[config.mk]
export PLATFORM = sky130hd
export DESIGN_NAME = flash_host_ctrl
export DESIGN_NICKNAME = d
export VERILOG_FILES = /design/src/flash_host_pkg.sv /design/src/flash_host_ctrl.sv /design/src/flash_pin_sync.sv
export SDC_FILE = /design/constraint.sdc
export NUM_CORES = 1
export LEC_CHECK = 0
export ABC_CLOCK_PERIOD_IN_PS = 2400
export BUFFER_PORTS_ARGS = -buffer_cell sky130_fd_sc_hd__buf_2
export CORE_ASPECT_RATIO = 1.2
export CORE_UTILIZATION = 50
export CTS_BUF_LIST = sky130_fd_sc_hd__clkbuf_8
export DETAILED_ROUTE_END_ITERATION = 7
export PLACE_DENSITY_LB_ADDON = 0.15
export SLEW_MARGIN = 20
export SYNTH_ARGS = -nofsm -noshare
export SYNTH_HDL_FRONTEND = slang
export SYNTH_HIERARCHICAL = 1
export SYNTH_SLANG_ARGS = --single-unit
[constraint.sdc]
create_clock -name sys_clk -period 2.4 [get_ports sys_clk]
set_clock_uncertainty 0.1 [all_clocks]
set_input_delay 0 -clock sys_clk [delete_from_list [all_inputs] [get_ports sys_clk]]
set_output_delay 0 -clock sys_clk [all_outputs]
set_load 0.03 [all_outputs]
[src/flash_host_pkg.sv]
// Shared constants, pin bundle and state types for the parallel flash host controller
package flash_host_pkg;

  // Register byte offsets on the AXI4-Lite side
  localparam logic [7:0] OFS_CMD = 8'h00;
  localparam logic [7:0] OFS_TARGET = 8'h04;
  localparam logic [7:0] OFS_VALUE = 8'h08;
  localparam logic [7:0] OFS_STATUS = 8'h0c;

  // Status field positions
  localparam int ST_BUSY = 0;
  localparam int ST_DONE = 1;
  localparam int ST_FAIL = 2;
  localparam int ST_READY_PIN = 3;
  localparam int ST_SUSPENDED = 4;
  localparam int ST_DATA_LO = 8;

  // AXI response codes
  localparam logic [1:0] RESP_OKAY = 2'h0;
  localparam logic [1:0] RESP_SLVERR = 2'h2;

  // Operation codes written to the command register
  localparam logic [2:0] OP_READ = 3'h0;
  localparam logic [2:0] OP_PROGRAM = 3'h1;
  localparam logic [2:0] OP_CHIP_ERASE = 3'h2;
  localparam logic [2:0] OP_SECTOR_ERASE = 3'h3;
  localparam logic [2:0] OP_SUSPEND = 3'h4;
  localparam logic [2:0] OP_RESUME = 3'h5;
  localparam logic [2:0] OP_RESET = 3'h6;
  localparam logic [2:0] OP_IDENT = 3'h7;

  // Command cycle addresses and codes of the flash
  localparam logic [18:0] UNLOCK_ADDR_A = 19'h00555;
  localparam logic [18:0] UNLOCK_ADDR_B = 19'h002aa;
  localparam logic [7:0] CODE_UNLOCK_A = 8'haa;
  localparam logic [7:0] CODE_UNLOCK_B = 8'h55;
  localparam logic [7:0] CODE_PROGRAM = 8'ha0;
  localparam logic [7:0] CODE_ERASE_SETUP = 8'h80;
  localparam logic [7:0] CODE_CHIP_ERASE = 8'h10;
  localparam logic [7:0] CODE_SECTOR_ERASE = 8'h30;
  localparam logic [7:0] CODE_IDENT = 8'h90;
  localparam logic [7:0] CODE_SUSPEND = 8'hb0;
  localparam logic [7:0] CODE_RESUME = 8'h30;
  localparam logic [7:0] CODE_RESET = 8'hf0;

  // Status bits the flash returns while busy
  localparam int TOGGLE_FLAG_BIT = 6;
  localparam int TIMEOUT_FLAG_BIT = 5;

  // Bus cycle timing, least times rounded up to whole clocks
  localparam int CLK_PERIOD_NS = 10;
  localparam int WE_LOW_NS = 50;
  localparam int WE_HIGH_NS = 30;
  localparam int READ_ACCESS_NS = 90;
  localparam int SYNC_LATENCY = 3;
  localparam logic [3:0] WE_LOW_CYC = 4'((WE_LOW_NS + CLK_PERIOD_NS - 1) / CLK_PERIOD_NS);
  localparam logic [3:0] WE_HIGH_CYC = 4'((WE_HIGH_NS + CLK_PERIOD_NS - 1) / CLK_PERIOD_NS);
  localparam logic [3:0] READ_CYC = 4'((READ_ACCESS_NS + CLK_PERIOD_NS - 1) / CLK_PERIOD_NS + SYNC_LATENCY);

  // Outgoing flash pins
  typedef struct packed {
    logic [18:0] addr;
    logic [7:0] dq_out;
    logic dq_oe;
    logic ce_n;
    logic oe_n;
    logic we_n;
  } flash_pins_t;

  // One command bus cycle
  typedef struct packed {
    logic [18:0] addr;
    logic [7:0] data;
    logic last;
  } bus_step_t;

  // Sequencer states
  typedef enum logic [2:0] {
    S_IDLE = 3'b000,
    S_WR_LOW = 3'b001,
    S_WR_HIGH = 3'b010,
    S_RD_LOW = 3'b011,
    S_RD_HIGH = 3'b100
  } seq_state_t;

endpackage : flash_host_pkg

[src/flash_host_ctrl.sv]
// AXI4-Lite controlled host that issues command sequences and polls a parallel NOR flash
//
// Design decisions made here: the register addresses and the AXI4-Lite slave port.
`timescale 1ns/1ns
module flash_host_ctrl
  import flash_host_pkg::*;
(
  input wire logic sys_clk,
  input wire logic reset,
  input wire logic clk_en,
  input wire logic [7:0] s_axi_awaddr,
  input wire logic s_axi_awvalid,
  output logic s_axi_awready,
  input wire logic [31:0] s_axi_wdata,
  input wire logic [3:0] s_axi_wstrb,
  input wire logic s_axi_wvalid,
  output logic s_axi_wready,
  output logic [1:0] s_axi_bresp,
  output logic s_axi_bvalid,
  input wire logic s_axi_bready,
  input wire logic [7:0] s_axi_araddr,
  input wire logic s_axi_arvalid,
  output logic s_axi_arready,
  output logic [31:0] s_axi_rdata,
  output logic [1:0] s_axi_rresp,
  output logic s_axi_rvalid,
  input wire logic s_axi_rready,
  output flash_pins_t flash_out,
  input wire logic [7:0] flash_dq_in,
  input wire logic operation_done_pin
);

  // Register-bus state
  logic [18:0] target_reg; // Program, sector or read address
  logic [18:0] target_next;
  logic [7:0] value_reg; // Byte to program
  logic [7:0] value_next;
  logic bvalid_reg;
  logic bvalid_next;
  logic [1:0] bresp_reg;
  logic [1:0] bresp_next;
  logic rvalid_reg;
  logic rvalid_next;
  logic [31:0] rdata_reg;
  logic [31:0] rdata_next;
  logic wr_fire; // Address and data taken together
  logic cmd_strobe; // One-cycle command write
  logic [2:0] cmd_op;

  // Sequencer state
  seq_state_t state_reg;
  seq_state_t state_next;
  logic [2:0] op_reg;
  logic [2:0] op_next;
  logic [2:0] step_reg; // Index of the command cycle in flight
  logic [2:0] step_next;
  logic [3:0] cnt_reg; // Strobe phase timer
  logic [3:0] cnt_next;
  logic poll_reg; // Reading status bits rather than data
  logic poll_next;
  logic first_reg; // First of a pair of status reads
  logic first_next;
  logic [7:0] prev_reg; // Previous status read
  logic [7:0] prev_next;
  logic [7:0] data_reg; // Last byte read back
  logic [7:0] data_next;
  logic done_reg;
  logic done_next;
  logic fail_reg;
  logic fail_next;
  logic susp_req_reg; // Suspend asked for while a sector erase is polled
  logic susp_req_next;
  logic suspended_reg;
  logic suspended_next;
  flash_pins_t pins_reg;
  flash_pins_t pins_next;

  logic [8:0] sync_q; // Synchronised data pins and ready pin
  logic busy;
  bus_step_t cur_step;

  // Pins from the flash cross three stages before use
  flash_pin_sync #(
    .WIDTH(9)
  ) u_pin_sync (
    .sys_clk(sys_clk),
    .reset(reset),
    .clk_en(clk_en),
    .pin_in({operation_done_pin, flash_dq_in}),
    .pin_sync(sync_q)
  );

  // Lane merge so partial writes keep untouched bytes
  function automatic logic [31:0] merge(input logic [31:0] old_v, input logic [31:0] new_v,
                                        input logic [3:0] strb);
    logic [31:0] res;
    res = old_v;
    for (int i = 0; i < 4; i++) begin
      if (strb[i]) begin
        res[8*i +: 8] = new_v[8*i +: 8];
      end
    end
    return res;
  endfunction : merge

  // Address and data of each command cycle; unlock cycles carry zeros above A11
  function automatic bus_step_t step_of(input logic [2:0] op, input logic [2:0] idx,
                                        input logic [18:0] tgt, input logic [7:0] val);
    bus_step_t s;
    s = '{addr: UNLOCK_ADDR_A, data: CODE_UNLOCK_A, last: 1'b0};
    if (idx == 3'h1 || idx == 3'h4) begin
      s.addr = UNLOCK_ADDR_B;
      s.data = CODE_UNLOCK_B;
    end
    case (op)
      OP_PROGRAM: begin
        if (idx == 3'h2) begin
          s.data = CODE_PROGRAM;
        end else if (idx == 3'h3) begin
          s = '{addr: tgt, data: val, last: 1'b1};
        end
      end
      OP_CHIP_ERASE, OP_SECTOR_ERASE: begin
        if (idx == 3'h2) begin
          s.data = CODE_ERASE_SETUP;
        end else if (idx == 3'h5 && op == OP_CHIP_ERASE) begin
          s = '{addr: UNLOCK_ADDR_A, data: CODE_CHIP_ERASE, last: 1'b1};
        end else if (idx == 3'h5) begin
          s = '{addr: tgt, data: CODE_SECTOR_ERASE, last: 1'b1};
        end
      end
      OP_IDENT: begin
        if (idx == 3'h2) begin
          s = '{addr: UNLOCK_ADDR_A, data: CODE_IDENT, last: 1'b1};
        end
      end
      OP_SUSPEND: s = '{addr: tgt, data: CODE_SUSPEND, last: 1'b1};
      OP_RESUME: s = '{addr: tgt, data: CODE_RESUME, last: 1'b1};
      default: s = '{addr: tgt, data: CODE_RESET, last: 1'b1};
    endcase
    return s;
  endfunction : step_of

  assign busy = (state_reg != S_IDLE);
  assign cur_step = step_of(op_reg, step_reg, target_reg, value_reg);

  // Handshakes: write address and data are taken together, one answer outstanding
  assign wr_fire = s_axi_awvalid && s_axi_wvalid && !bvalid_reg;
  assign s_axi_awready = wr_fire;
  assign s_axi_wready = wr_fire;
  assign s_axi_arready = !rvalid_reg;
  assign cmd_strobe = wr_fire && (s_axi_awaddr == OFS_CMD) && s_axi_wstrb[0];
  assign cmd_op = s_axi_wdata[2:0];

  // Register bus next values
  always_comb begin
    target_next = target_reg;
    value_next = value_reg;
    bvalid_next = bvalid_reg;
    bresp_next = bresp_reg;
    rvalid_next = rvalid_reg;
    rdata_next = rdata_reg;
    if (bvalid_reg && s_axi_bready) begin
      bvalid_next = 1'b0;
    end
    if (wr_fire) begin
      bvalid_next = 1'b1;
      bresp_next = RESP_OKAY;
      case (s_axi_awaddr)
        OFS_CMD: ; // Taken by the sequencer
        OFS_TARGET: target_next = 19'(merge({13'h0, target_reg}, s_axi_wdata, s_axi_wstrb));
        OFS_VALUE: value_next = 8'(merge({24'h0, value_reg}, s_axi_wdata, s_axi_wstrb));
        OFS_STATUS: ; // Read only, writes dropped
        default: bresp_next = RESP_SLVERR;
      endcase
    end
    if (rvalid_reg && s_axi_rready) begin
      rvalid_next = 1'b0;
    end
    if (s_axi_arvalid && !rvalid_reg) begin
      rvalid_next = 1'b1;
      rdata_next = 32'h0;
      case (s_axi_araddr)
        OFS_CMD: rdata_next = {29'h0, op_reg};
        OFS_TARGET: rdata_next = {13'h0, target_reg};
        OFS_VALUE: rdata_next = {24'h0, value_reg};
        OFS_STATUS: begin
          rdata_next[ST_BUSY] = busy;
          rdata_next[ST_DONE] = done_reg;
          rdata_next[ST_FAIL] = fail_reg;
          rdata_next[ST_READY_PIN] = sync_q[8];
          rdata_next[ST_SUSPENDED] = suspended_reg;
          rdata_next[ST_DATA_LO +: 8] = data_reg;
        end
        default: rdata_next = 32'h0;
      endcase
    end
  end

  // Register bus flops
  always_ff @(posedge sys_clk) begin
    if (reset) begin
      target_reg <= 19'h0;
      value_reg <= 8'h0;
      bvalid_reg <= 1'b0;
      bresp_reg <= RESP_OKAY;
      rvalid_reg <= 1'b0;
      rdata_reg <= 32'h0;
    end else if (clk_en) begin
      target_reg <= target_next;
      value_reg <= value_next;
      bvalid_reg <= bvalid_next;
      bresp_reg <= bresp_next;
      rvalid_reg <= rvalid_next;
      rdata_reg <= rdata_next;
    end
  end

  assign s_axi_bvalid = bvalid_reg;
  assign s_axi_bresp = bresp_reg;
  assign s_axi_rvalid = rvalid_reg;
  assign s_axi_rdata = rdata_reg;
  assign s_axi_rresp = RESP_OKAY;

  // Sequencer next values: write cycles, read cycles and status polling
  always_comb begin
    state_next = state_reg;
    op_next = op_reg;
    step_next = step_reg;
    cnt_next = cnt_reg;
    poll_next = poll_reg;
    first_next = first_reg;
    prev_next = prev_reg;
    data_next = data_reg;
    done_next = done_reg;
    fail_next = fail_reg;
    susp_req_next = susp_req_reg;
    suspended_next = suspended_reg;
    pins_next = '{addr: pins_reg.addr, dq_out: pins_reg.dq_out, dq_oe: 1'b0,
                  ce_n: 1'b1, oe_n: 1'b1, we_n: 1'b1};
    // Only a suspend is taken while a sector erase is polled; other commands written while busy are dropped
    if (cmd_strobe && busy && cmd_op == OP_SUSPEND && op_reg == OP_SECTOR_ERASE && poll_reg) begin
      susp_req_next = 1'b1;
    end
    case (state_reg)
      S_IDLE: begin
        // Flash decodes every command again once idle
        if (cmd_strobe) begin
          op_next = cmd_op;
          step_next = 3'h0;
          cnt_next = 4'h0;
          done_next = 1'b0;
          fail_next = 1'b0;
          poll_next = 1'b0;
          if (cmd_op == OP_READ) begin
            state_next = S_RD_LOW;
          end else begin
            state_next = S_WR_LOW;
          end
        end
      end
      S_WR_LOW: begin
        // Address falls with the strobe, data is held past its rising edge
        pins_next = '{addr: cur_step.addr, dq_out: cur_step.data, dq_oe: 1'b1,
                      ce_n: 1'b0, oe_n: 1'b1, we_n: 1'b0};
        cnt_next = cnt_reg + 4'h1;
        if (cnt_reg == WE_LOW_CYC - 4'h1) begin
          cnt_next = 4'h0;
          state_next = S_WR_HIGH;
        end
      end
      S_WR_HIGH: begin
        // Data still driven for one clock of hold after the strobe rises
        pins_next.dq_oe = (cnt_reg == 4'h0);
        cnt_next = cnt_reg + 4'h1;
        if (cnt_reg == WE_HIGH_CYC - 4'h1) begin
          cnt_next = 4'h0;
          if (!cur_step.last) begin
            step_next = step_reg + 3'h1;
            state_next = S_WR_LOW;
          end else if (op_reg == OP_IDENT) begin
            state_next = S_RD_LOW; // Identifier or protection byte at the target
          end else if (op_reg == OP_PROGRAM || op_reg == OP_CHIP_ERASE ||
                       op_reg == OP_SECTOR_ERASE || op_reg == OP_RESUME) begin
            poll_next = 1'b1; // The flash times the operation on its own
            first_next = 1'b1;
            suspended_next = 1'b0;
            state_next = S_RD_LOW;
          end else begin
            suspended_next = (op_reg == OP_SUSPEND); // Flash now serves array reads
            done_next = 1'b1;
            state_next = S_IDLE;
          end
        end
      end
      S_RD_LOW: begin
        // Output enable only with the data pins released
        pins_next = '{addr: poll_reg ? pins_reg.addr : target_reg, dq_out: pins_reg.dq_out,
                      dq_oe: 1'b0, ce_n: 1'b0, oe_n: 1'b0, we_n: 1'b1};
        cnt_next = cnt_reg + 4'h1;
        if (cnt_reg == READ_CYC - 4'h1) begin
          cnt_next = 4'h0;
          state_next = S_RD_HIGH;
        end
      end
      S_RD_HIGH: begin
        state_next = S_IDLE;
        done_next = 1'b1;
        data_next = sync_q[7:0];
        if (poll_reg && first_reg) begin
          prev_next = sync_q[7:0];
          first_next = 1'b0;
          done_next = 1'b0;
          state_next = S_RD_LOW;
        end else if (poll_reg && prev_reg[TOGGLE_FLAG_BIT] == sync_q[TOGGLE_FLAG_BIT]) begin
          poll_next = 1'b0; // Toggle stopped over two reads: finished
        end else if (poll_reg && sync_q[TIMEOUT_FLAG_BIT]) begin
          poll_next = 1'b0; // Timed out: abort with a reset write
          fail_next = 1'b1;
          done_next = 1'b0;
          op_next = OP_RESET;
          step_next = 3'h0;
          state_next = S_WR_LOW;
        end else if (poll_reg && susp_req_reg) begin
          poll_next = 1'b0; // Erase still running, suspend it now
          susp_req_next = 1'b0;
          done_next = 1'b0;
          op_next = OP_SUSPEND;
          step_next = 3'h0;
          state_next = S_WR_LOW;
        end else if (poll_reg) begin
          prev_next = sync_q[7:0];
          done_next = 1'b0;
          state_next = S_RD_LOW;
        end else if (op_reg == OP_IDENT) begin
          done_next = 1'b0; // Leave identifier mode with a reset write
          op_next = OP_RESET;
          step_next = 3'h0;
          state_next = S_WR_LOW;
        end
      end
      default: state_next = S_IDLE;
    endcase
  end

  // Sequencer flops
  always_ff @(posedge sys_clk) begin
    if (reset) begin
      state_reg <= S_IDLE;
      op_reg <= OP_READ;
      step_reg <= 3'h0;
      cnt_reg <= 4'h0;
      poll_reg <= 1'b0;
      first_reg <= 1'b0;
      prev_reg <= 8'h0;
      data_reg <= 8'h0;
      done_reg <= 1'b0;
      fail_reg <= 1'b0;
      susp_req_reg <= 1'b0;
      suspended_reg <= 1'b0;
      pins_reg <= '{addr: 19'h0, dq_out: 8'h0, dq_oe: 1'b0, ce_n: 1'b1, oe_n: 1'b1, we_n: 1'b1};
    end else if (clk_en) begin
      state_reg <= state_next;
      op_reg <= op_next;
      step_reg <= step_next;
      cnt_reg <= cnt_next;
      poll_reg <= poll_next;
      first_reg <= first_next;
      prev_reg <= prev_next;
      data_reg <= data_next;
      done_reg <= done_next;
      fail_reg <= fail_next;
      susp_req_reg <= susp_req_next;
      suspended_reg <= suspended_next;
      pins_reg <= pins_next;
    end
  end

  assign flash_out = pins_reg;

endmodule : flash_host_ctrl

[src/flash_pin_sync.sv]
// Three-stage input synchroniser that passes a value once the last two stages agree
`timescale 1ns/1ns
module flash_pin_sync
  import flash_host_pkg::*;
#(
  parameter int WIDTH = 1
) (
  input wire logic sys_clk,
  input wire logic reset,
  input wire logic clk_en,
  input wire logic [WIDTH-1:0] pin_in,
  output logic [WIDTH-1:0] pin_sync
);

  logic [WIDTH-1:0] st1_reg; // First stage, read only by the second
  logic [WIDTH-1:0] st2_reg;
  logic [WIDTH-1:0] st3_reg;
  logic [WIDTH-1:0] out_reg;
  logic [WIDTH-1:0] out_next;

  // Accept a change only when stages two and three agree, filtering one-clock glitches
  always_comb begin
    out_next = out_reg;
    if (st2_reg == st3_reg) begin
      out_next = st3_reg;
    end
  end

  // Shift chain, frozen while the clock enable is low
  always_ff @(posedge sys_clk) begin
    if (reset) begin
      st1_reg <= '0;
      st2_reg <= '0;
      st3_reg <= '0;
      out_reg <= '0;
    end else if (clk_en) begin
      st1_reg <= pin_in;
      st2_reg <= st1_reg;
      st3_reg <= st2_reg;
      out_reg <= out_next;
    end
  end

  assign pin_sync = out_reg;

endmodule : flash_pin_sync

# [Word-level counts from Yosys, hierarchy flattened]
# Cells that the tools add are included.
[word_totals] ff_bits=164 latchBits=0 ram_bits=0 rom_bits=0 in_bits=69 output_inout_bits=72 wordCells=243 n_memories=0
[classes] add_sub_neg=2 n_mul=0 div=0 order_cmp=0 eq_ne=47 shift=0 muxes=102 bitwise_logic=2 n_reduce_logical=60
[ops] cell="$pmux W28 S5" n=1
[ops] cell="$mux W28" n=4
[ops] cell="$mux W19" n=4
[ops] cell="$mux W3" n=21
[ops] cell="$pmux W27 S2" n=1
[ops] cell="$mux W1" n=37
[ops] cell="$mux W7" n=5
[ops] cell="$ne A2 B2 Y1 const B" n=17
[ops] cell="$eq A8 B4 Y1 const B" n=4
[ops] cell="$eq A3 B3 Y1 const B" n=7
[ops] cell="$reduce_and A7 Y1" n=3
[ops] cell="$mux W2" n=10
[ops] cell="$pmux W5 S4" n=1
[ops] cell="$eq A3 B2 Y1 const B" n=6
[ops] cell="$pmux W3 S2" n=3
[ops] cell="$reduce_and A9 Y1" n=2
[ops] cell="$eq A8 B3 Y1 const B" n=2
[ops] cell="$logic_and A1 B1 Y1" n=16
[ops] cell="$logic_not A8 Y1" n=2
[ops] cell="$mux W4" n=4
[ops] cell="$mux W8" n=2
[ops] cell="$pmux W4 S4" n=1
[ops] cell="$pmux W8 S2" n=1
[ops] cell="$reduce_and A4 Y1" n=4
[ops] cell="other kinds (27)" n=55

# [Longest topological paths before layout]
# Gate-level depths: netlist of the first run.
[depth] ltp_word=14 mapped_depth=8 ltp_nobuf=7

# [Hierarchy]
# Netlist of the first run, hierarchy kept.
[by_module_without_submodules] module="flash_host_ctrl" instances=1 cells_each=650 area_each_um2=5527.8 seq_area_each_um2=2162.1
[by_module_without_submodules] module="flash_pin_sync" instances=1 cells_each=139 area_each_um2=1460.2 seq_area_each_um2=720.7

# [Least setup slack after synthesis of the first run]
# Ideal clock, no wire load.
[synth_timing] path_type="register to register" from="register bvalid_reg, in the netlist s_axi_bvalid" to="register step_reg[0]" setup_time_ns=0.121 t_arrival_ns=1.761 required_time_ns=2.179 slack_ns=0.417 path_stages_with_launch=6 path_buffers=0 period_less_slack_ns=1.983 cell_sequence="dfxtp_1 -> and4b_1 -> nand4_4 -> a221oi_4 -> nand3b_4 -> mux2_4"
[synth_via] elab_chain_len=6
[synth_lines] item="start, declared" line_no="flash_host_ctrl.sv:38" source="logic bvalid_reg;"
[synth_lines] item="start signal, assigned" line_no="flash_host_ctrl.sv:212" source="bvalid_reg <= bvalid_next;"
[synth_lines] item="$logic_not A1 Y1" line_no="flash_host_ctrl.sv:148" source="assign wr_fire = s_axi_awvalid && s_axi_wvalid && !bvalid_reg;"
[synth_lines] item="$logic_and A1 B1 Y1" line_no="flash_host_ctrl.sv:148"
[synth_lines] item="$logic_and A1 B1 Y1 (2 in a row)" line_no="flash_host_ctrl.sv:152" source="assign cmd_strobe = wr_fire && (s_axi_awaddr == OFS_CMD) && s_axi_wstrb[0];"
[synth_lines] item="$ne A2 B2 Y1 (no source line)"
[synth_lines] item="$reduce_and A9 Y1 (no source line)"
[synth_lines] item="end signal, assigned" line_no="flash_host_ctrl.sv:365" source="step_reg <= step_next;"
[synth_lines] item="end, declared" line_no="flash_host_ctrl.sv:55" source="logic [2:0] step_reg;"
# Every way passes these cells.
# A chain may end at the register's enable or synchronous reset.

# [Final worst setup path of the first run]
[layout_timing] from="input port s_axi_awaddr[0]" to="register step_reg[0]"
[layout_via] elab_chain_len=5
[layout_lines] item="start, declared" line_no="flash_host_ctrl.sv:11" source="input wire logic [7:0] s_axi_awaddr,"
[layout_lines] item="$logic_not A8 Y1" line_no="flash_host_ctrl.sv:152"
[layout_lines] item="$logic_and A1 B1 Y1 (2 in a row)" line_no="flash_host_ctrl.sv:152"
[layout_lines] item="$ne A2 B2 Y1 (no source line)"
[layout_lines] item="$reduce_and A9 Y1 (no source line)"
# Every way passes these cells.

==> key figures, run 1 <==
Run status
  – Outcome: complete, no violations

Clock network
  – Worst-path clk slew: 0.08 ns
  – H-Tree Depth: 4
  – Setup Fix Bufs, Post-CTS: 0
  – CTS tree: built
  – Root Driver: clkbuf_8
  – Clock Path Buffers: 2
  – Clk_lat worst skew: 0.45 ns
  – Number of CTS-inserted buffers: 17
  – CTS Sinks: 144

Route
  – WL/cell: 17.32 um
  – # DRC: 0
  – 1st-iter DRT viols: 359
  – Via-per-instance ratio: 5.696
  – Wire length after detailed routing: 19.60 mm
  – Final ANT Viol Nets: 0
  – Via count: 6448
  – DRT Pass-1 Iters: 4

Layout
  – Design area: 0.008616 mm2
  – Fraction of layout cells with a size suffix above 1: 21.16%
  – Fin nets: 1030
  – # fillers: 1164
  – Final core utilization: 64.25%
  – Diode count: 0
  – Max FFs per register: 31
  – Area Growth Syn to Fin: 23.29%

Global route
  – Largest net degree at the start of global routing: 51
  – Grt ovf: 0
  – Vias in the first global route: 6317
  – First-pass GRT wire length: 31.41 mm
  – Antenna violations before repair: 0
  – Total track usage: 28.04%

Power
  – Clk pwr share: 39.1%
  – PD cells: 530.0 mW/mm2
  – Static Leak: 3.748 nW
  – Power share of the sequential group: 53.1%
  – Peak VDD IR: 0.0004463 V
  – Sw Pwr: 1.118 mW
  – Switching share of power: 24.49%
  – Comb power frac: 7.8%
  – Internal: 3.448 mW

Yosys
  – Yosys cell types: 73
  – Post-Syn Instances: 789
  – Synth Flop Type: dfxtp_1
  – Synthesized area per cell: 8.857 um2
  – Synth Cell Area: 0.006988 mm2
  – Top cells by area, synth: dfxtp_1 41%, mux2i_1 8.7%, nor2_1 5.6%
  – EDFF count, synth: 0
  – Seq cells post-synth: 144
  – Post-synthesis sequential area ratio: 41.25%
  – Yosys warning count: 6
  – Most frequent cell after synthesis: dfxtp_1
  – Post-synth top area share: 41.25%
  – Synth area leader: dfxtp_1
  – Synth async-reset ratio: 0%
  – Synth cell count leaders: 144 x dfxtp_1, 105 x nor2_1, 61 x mux2i_1, 58 x a21oi_1, 58 x nand2_1

Die
  – Core box area: 0.01341 mm2
  – Die height: 131.5 um
  – Starting density of the core: 52.11%
  – Die width: 109.9 um
  – Cell Rows: 46
  – Boundary pin count: 141
  – Die area: 0.01446 mm2

Worst setup path
  – Setup CP Type: in -> reg
  – Worst path required time: 2.64 ns
  – Worst Setup Start Kind: input pin
  – WP data arrival: 2.53 ns
  – CP Max Fanout: 4
  – Element type at the critical path end: flop

Placed design
  – Final GP Congestion: 0.9604
  – Post-DP HPWL: 13.70 mm
  – Port bufs: 110
  – Cell Area, Placed: 0.007692 mm2

Timing
  – Setup violators final: 0
  – Fmax: 0.4375 GHz
  – Sum Neg Setup Slack: 0 ns
  – RSZ-0062 raised after global routing: false
  – Worst-Margin Slew: 0.9241 ns
  – Fin crit share: 95.23%
  – Fin. max-slew vios: 0
  – Crit path time final: 2.286 ns
  – Max_slew headroom: 38.32%
  – Final Hold Violating Endpoints: 0

Flow run
  – Max-Cap Viols: 0

Min path
  – HP Class: in -> reg
-- path summary, 6_finish.rpt --
path	from	endpoint	slack, ns	cells after the start
min reg2reg	u_pin_sync/pin_sync[1]	data_reg[1]	0.36	2
max reg2reg	op_reg[2]	flash_out[14]	0.16	5
max	s_axi_awaddr[0]	step_reg[0]	0.11	8
min	s_axi_araddr[2]	s_axi_rdata[3]	0.01	4
-- layout make-up --
class | count | area, um2 | area share, %
Sequential cell | 144 | 2883 | 33.46
Multi-Input combinational cell | 577 | 3770 | 43.76
Inverter | 19 | 71.32 | 0.8278
Tap cell | 168 | 210.2 | 2.440
Clock inverter | 10 | 87.58 | 1.017
Timing Repair Buffer | 194 | 1319 | 15.31
Clock buffer | 20 | 275.3 | 3.195
-- per-stage QoR --
stage          setup slack, ns  power (mW)  hold slack, ns  instances
6_report                0.1144       4.566         0.01083       1132
5_1_grt               0.002973       4.730         0.03688       1132
4_1_cts                 0.1211       4.593        0.006388       1132
3_5_place_dp            0.1556       2.767          0.1408       1048
3_3_place_gp            0.2107       2.762          0.1327       1048
2_1_floorplan           0.4174       2.694         0.04040        804
-- placed cells by master, fill, tap and decap left out, types with 8 or more instances in the layout --
master	count
nand3_1	12
clkbuf_8	20
conb_1	16
buf_4	31
o21ai_0	45
mux2i_1	61
a21oi_1	57
mux2_2	11
ha_1	8
inv_1	20
dlygate4sd3_1	54
dfxtp_1	144
nand2b_1	23
nor2_1	104
nor2b_1	11
nor3_1	12
nand2_1	58
xnor2_1	9
buf_2	109
a2bb2oi_1	13
a22oi_1	18
-- worst max-delay path, stage by stage --
cell and delay, ns:
dlygate4sd3_1 0.55, buf_2 0.12, nor2_1 0.17, dlygate4sd3_1 0.67, nand4_4 0.16, a221oi_4 0.38
nand3b_4 0.15, mux2_4 0.31
-- layer usage --
layer  track usage, %  vias to the layer above  wire length (um)
li1                 -                     3104                 -
met1            33.30                     3093              7939
met4            12.07                        0               649
met2            48.82                      212             10060
met3            4.415                       39               958
met5                0                        -                 0
-- power by group through the flow --
stage | Clock, mW | Sequential [mW] | Combinational (mW)
2_1_floorplan | 0 | 2.48 | 0.213
3_3_place_gp | 0 | 2.48 | 0.283
3_5_place_dp | 0 | 2.48 | 0.288
4_1_cts | 1.82 | 2.42 | 0.351
5_1_grt | 1.92 | 2.43 | 0.386
6_report | 1.79 | 2.42 | 0.356
-- logic make-up after synthesis --
kind of cell	synth area share (%)
AOI/OAI and AO/OA	18.46
xor gates and xnor gates	1.253
adders and majority gates	1.432
buffers and inverters	5.891
DFF	41.25
muxes	11.91
other	0.05366
and+or+nand+nor	19.75
-- timing repair --
action / in CTS / in global routing
setup endpoints to repair: 0 / 6
endpoints found under the hold margin: 68 / 0
resized for setup: 0 / 4
hold buffers: 54 / 0
No activity file was read; power rests on OpenSTA's default activity.
==> inputs of run 2 (changes only) <==
--- a/config.mk
+++ b/config.mk
@@ -5,6 +5,7 @@
 export SDC_FILE = /design/constraint.sdc
 export NUM_CORES = 1
 export LEC_CHECK = 0
+export ABC_AREA = 1
 export ABC_CLOCK_PERIOD_IN_PS = 2400
 export BUFFER_PORTS_ARGS = -buffer_cell sky130_fd_sc_hd__buf_2
 export CORE_ASPECT_RATIO = 1.2
==> key figures, run 2 <==
Run status
  – Outcome: finished with violations
  – Failing checks: DRC

Layout
  – Commonest non-fill, non-tap cell in the layout: nand2_1
  – Max FFs per register: 31 (unchanged)
  – # fillers: 1292 (+11%)
  – Design area: 0.008995 mm2 (+4.4%)
  – Most frequent cells in the layout: 176 x nand2_1, 144 x dfxtp_1, 130 x o21ai_0
  – Area Growth Syn to Fin: 23.48%
  – Fin nets: 1305 (+27%)
  – Diode count: 0 (unchanged)
  – Fraction of layout cells with a size suffix above 1: 17.24% (-3.9 points)

Power
  – Static Leak: 4.061 nW (+8.4%)
  – Internal: 4.236 mW (+23%)
  – Switching share of power: 35.39% (+11 points)
  – Comb power frac: 25.0% (+17 points)
  – Peak VDD IR: 0.0003494 V (-22%)
  – Total power: 6.556 mW (+44%)
  – Power share of the sequential group: 41.4% (-12 points)
  – Sw Pwr: 2.320 mW (+110%)
  – PD cells: 728.9 mW/mm2 (+38%)
  – Clk pwr share: 33.6% (-5.5 points)

Die
  – Starting density of the core: 52.05% (-0.061 points)
  – Die area: 0.01506 mm2 (+4.2%)
  – Cell Rows: 47 (+2.2%)
  – Die height: 134.2 um (+2.1%)
  – Boundary pin count: 141 (unchanged)
  – Die width: 112.2 um (+2.1%)
  – Core box area: 0.01400 mm2 (+4.4%)

Yosys
  – Synth Cell Area: 0.007284 mm2 (+4.2%)
  – Multiplexer share of the synthesized area: 0% (-12 points)
  – Simple-Gate Fraction of Synth Area: 27.48% (+7.7 points)
  – EDFF count, synth: 0 (unchanged)
  – Synth async-reset ratio: 0% (unchanged)
  – Post-Synth XOR/XNOR Area: 0.3607% (-0.89 points)
  – Synth area leader: dfxtp_1
  – Synth Flop Type: dfxtp_1
  – Seq cells post-synth: 144 (unchanged)
  – Post-Synth Adder-Cell Area: 1.374% (-0.058 points)
  – Post-synth top area share: 39.57% (-1.7 points)
  – Most frequent cell after synthesis: nand2_1
  – Yosys warning count: 6 (unchanged)
  – Yosys cell types: 42 (-42%)
  – Synth Area in Compound Gates: 20.01% (+1.6 points)
  – Post-Syn Instances: 1065 (+35%)
  – Top cells by area, synth: dfxtp_1 40%, nand2_1 9.1%, o21ai_0 8.9%
  – Post-synthesis sequential area ratio: 39.57% (-1.7 points)
  – Largest family of logic cells by synthesized area: simple AND/OR/NAND/NOR gates
  – Synth cell count leaders: 176 x nand2_1, 144 x dfxtp_1, 130 x o21ai_0, 128 x nor2_1, 122 x inv_1
  – Synthesized area per cell: 6.840 um2 (-23%)

Min path
  – HP Class: in -> reg
  – Hold depth: 5 (+1)
  – Hold Startpoint: s_axi_arvalid

Route
  – # DRC: 5 (+5)
  – Final ANT Viol Nets: 0 (unchanged)
  – Wire length after detailed routing: 20.24 mm (+3.3%)
  – DRT Pass-1 Iters: 7 (+3)
  – WL/cell: 14.33 um (-17%)
  – Via-per-instance ratio: 5.216 (-8.4%)
  – 1st-iter DRT viols: 446 (+24%)
  – Via count: 7365 (+14%)

Timing
  – Worst-Margin Slew: 0.8696 ns (-0.05451 ns)
  – Fmax: 0.4377 GHz (about the same)
  – Max_slew headroom: 41.96% (+3.6 points)
  – Sum Neg Setup Slack: 0 ns (unchanged)
  – Crit path time final: 2.285 ns (-0.001013 ns)
  – Fin crit share: 95.19% (about the same)
  – Final Hold Violating Endpoints: 0 (unchanged)
  – Setup violators final: 0 (unchanged)
  – Fin. max-slew vios: 0 (unchanged)

Worst setup path
  – Worst Setup Start Kind: flop
  – CP Max Fanout: 9 (+5)
  – Cells on worst reg2reg path: 8 (+3)
  – Worst R2R Start: s_axi_bvalid
  – Setup CP Type: reg -> reg
  – WP data arrival: 2.59 ns (+0.06 ns)
  – Element type at the critical path end: flop
  – Worst path required time: 2.71 ns (+0.07 ns)
  – Critical Path Source: s_axi_bvalid

Global route
  – Antenna violations before repair: 0 (unchanged)
  – Vias in the first global route: 6887 (+9.0%)
  – Total track usage: 27.71% (-0.33 points)
  – Grt ovf: 0 (unchanged)
  – First-pass GRT wire length: 33.10 mm (+5.4%)
  – Largest net degree at the start of global routing: 77 (+51%)

Clock network
  – Clock Path Buffers: 2 (unchanged)
  – Worst-path clk slew: 0.09 ns (about the same)
  – Root Driver: clkbuf_8
  – H-Tree Depth: 4 (unchanged)
  – CTS Sinks: 144 (unchanged)
  – CTS tree: built
  – Number of CTS-inserted buffers: 17 (unchanged)
  – Clk_lat worst skew: 0.46 ns (about the same)

Placed design
  – Port bufs: 110 (unchanged)
  – Cell Area, Placed: 0.007864 mm2 (+2.2%)
  – Post-DP HPWL: 14.20 mm (+3.7%)
  – Final GP Congestion: 0.9176 (-4.5%)

Flow run
  – Max-Cap Viols: 0 (unchanged)
## run 2: layer usage
metal / vias to the layer above / global-route usage (%) / share of wire (%)
li1: 3784 / - / -
met1: 3303 / 34.13 / 44
met2: 230 / 47.31 / 48
met3: 48 / 4.112 / 4.5
met4: 0 / 13.70 / 3.4
met5: - / 0 / 0
## run 2: final cells by class
type	instances	area, um2	share of cell area, %
clock inverters	15	221.5	2.462
well taps	171	214.0	2.379
multi-input cells	745	3676	40.87
flip-flops and latches	144	2883	32.05
clock buffers	17	234.0	2.601
inverters	138	518.0	5.759
repair buffers	182	1249	13.88
## run 2: power groups by stage
| stage | clock network, mW | logic, mW | registers, mW |
|---|---|---|---|
| floorplan | 0 | 1.06 | 2.91 |
| global placement | 0 | 1.55 | 2.76 |
| detailed placement | 0 | 1.55 | 2.77 |
| CTS | 2.24 | 1.62 | 2.72 |
| global route | 2.33 | 1.83 | 2.74 |
| finish | 2.20 | 1.64 | 2.72 |
## run 2: final timing paths
| check | slack (ns) | to |
|---|---|---|
| max | 0.12 | target_reg[15] |
| min | 0.05 | s_axi_rdata[1] |
| min reg2reg | 0.36 | flash_out[4] |
| max reg2reg | 0.12 | target_reg[15] |
## run 2: repair_timing
item | CTS | global route
buffers inserted | 0 | 2
resized for setup | 0 | 6
endpoints found under the hold margin | 53 | 0
hold buffers | 63 | 0
setup endpoints to repair | 0 | 17
## run 2: logic make-up (layout without fill, tap and decap cells)
family / count (synthesis) / after routing
adders and majority gates: 8 / 8
and+or+nand+nor: 440 / 440
DFF: 144 / 144
buffers and inverters: 191 / 352
other: 1 / 16
xor gates and xnor gates: 3 / 3
AOI/OAI and AO/OA: 278 / 278
## run 2: through the flow
step           cells  setup slack, ns  util [%]  hold WS [ns]
6_report        1412           0.1154     64.27       0.05004
5_1_grt         1412         -0.02974     64.27       0.08075
4_1_cts         1410           0.1032     63.95       0.01196
3_5_place_dp    1315           0.4432     56.19        0.1156
3_3_place_gp    1315           0.4677     56.19        0.1156
2_1_floorplan   1080           0.5780         -       0.02067
## run 2: critical path, cell delays in order (launching register included)
cell	delay (ns)
dfxtp_1	0.34
inv_1	0.07
nand3_1	0.14
inv_2	0.12
nand2_4	0.13
nor3_4	0.37
o21ai_0	0.15
a21oi_1	0.20
dlygate4sd3_1	0.59
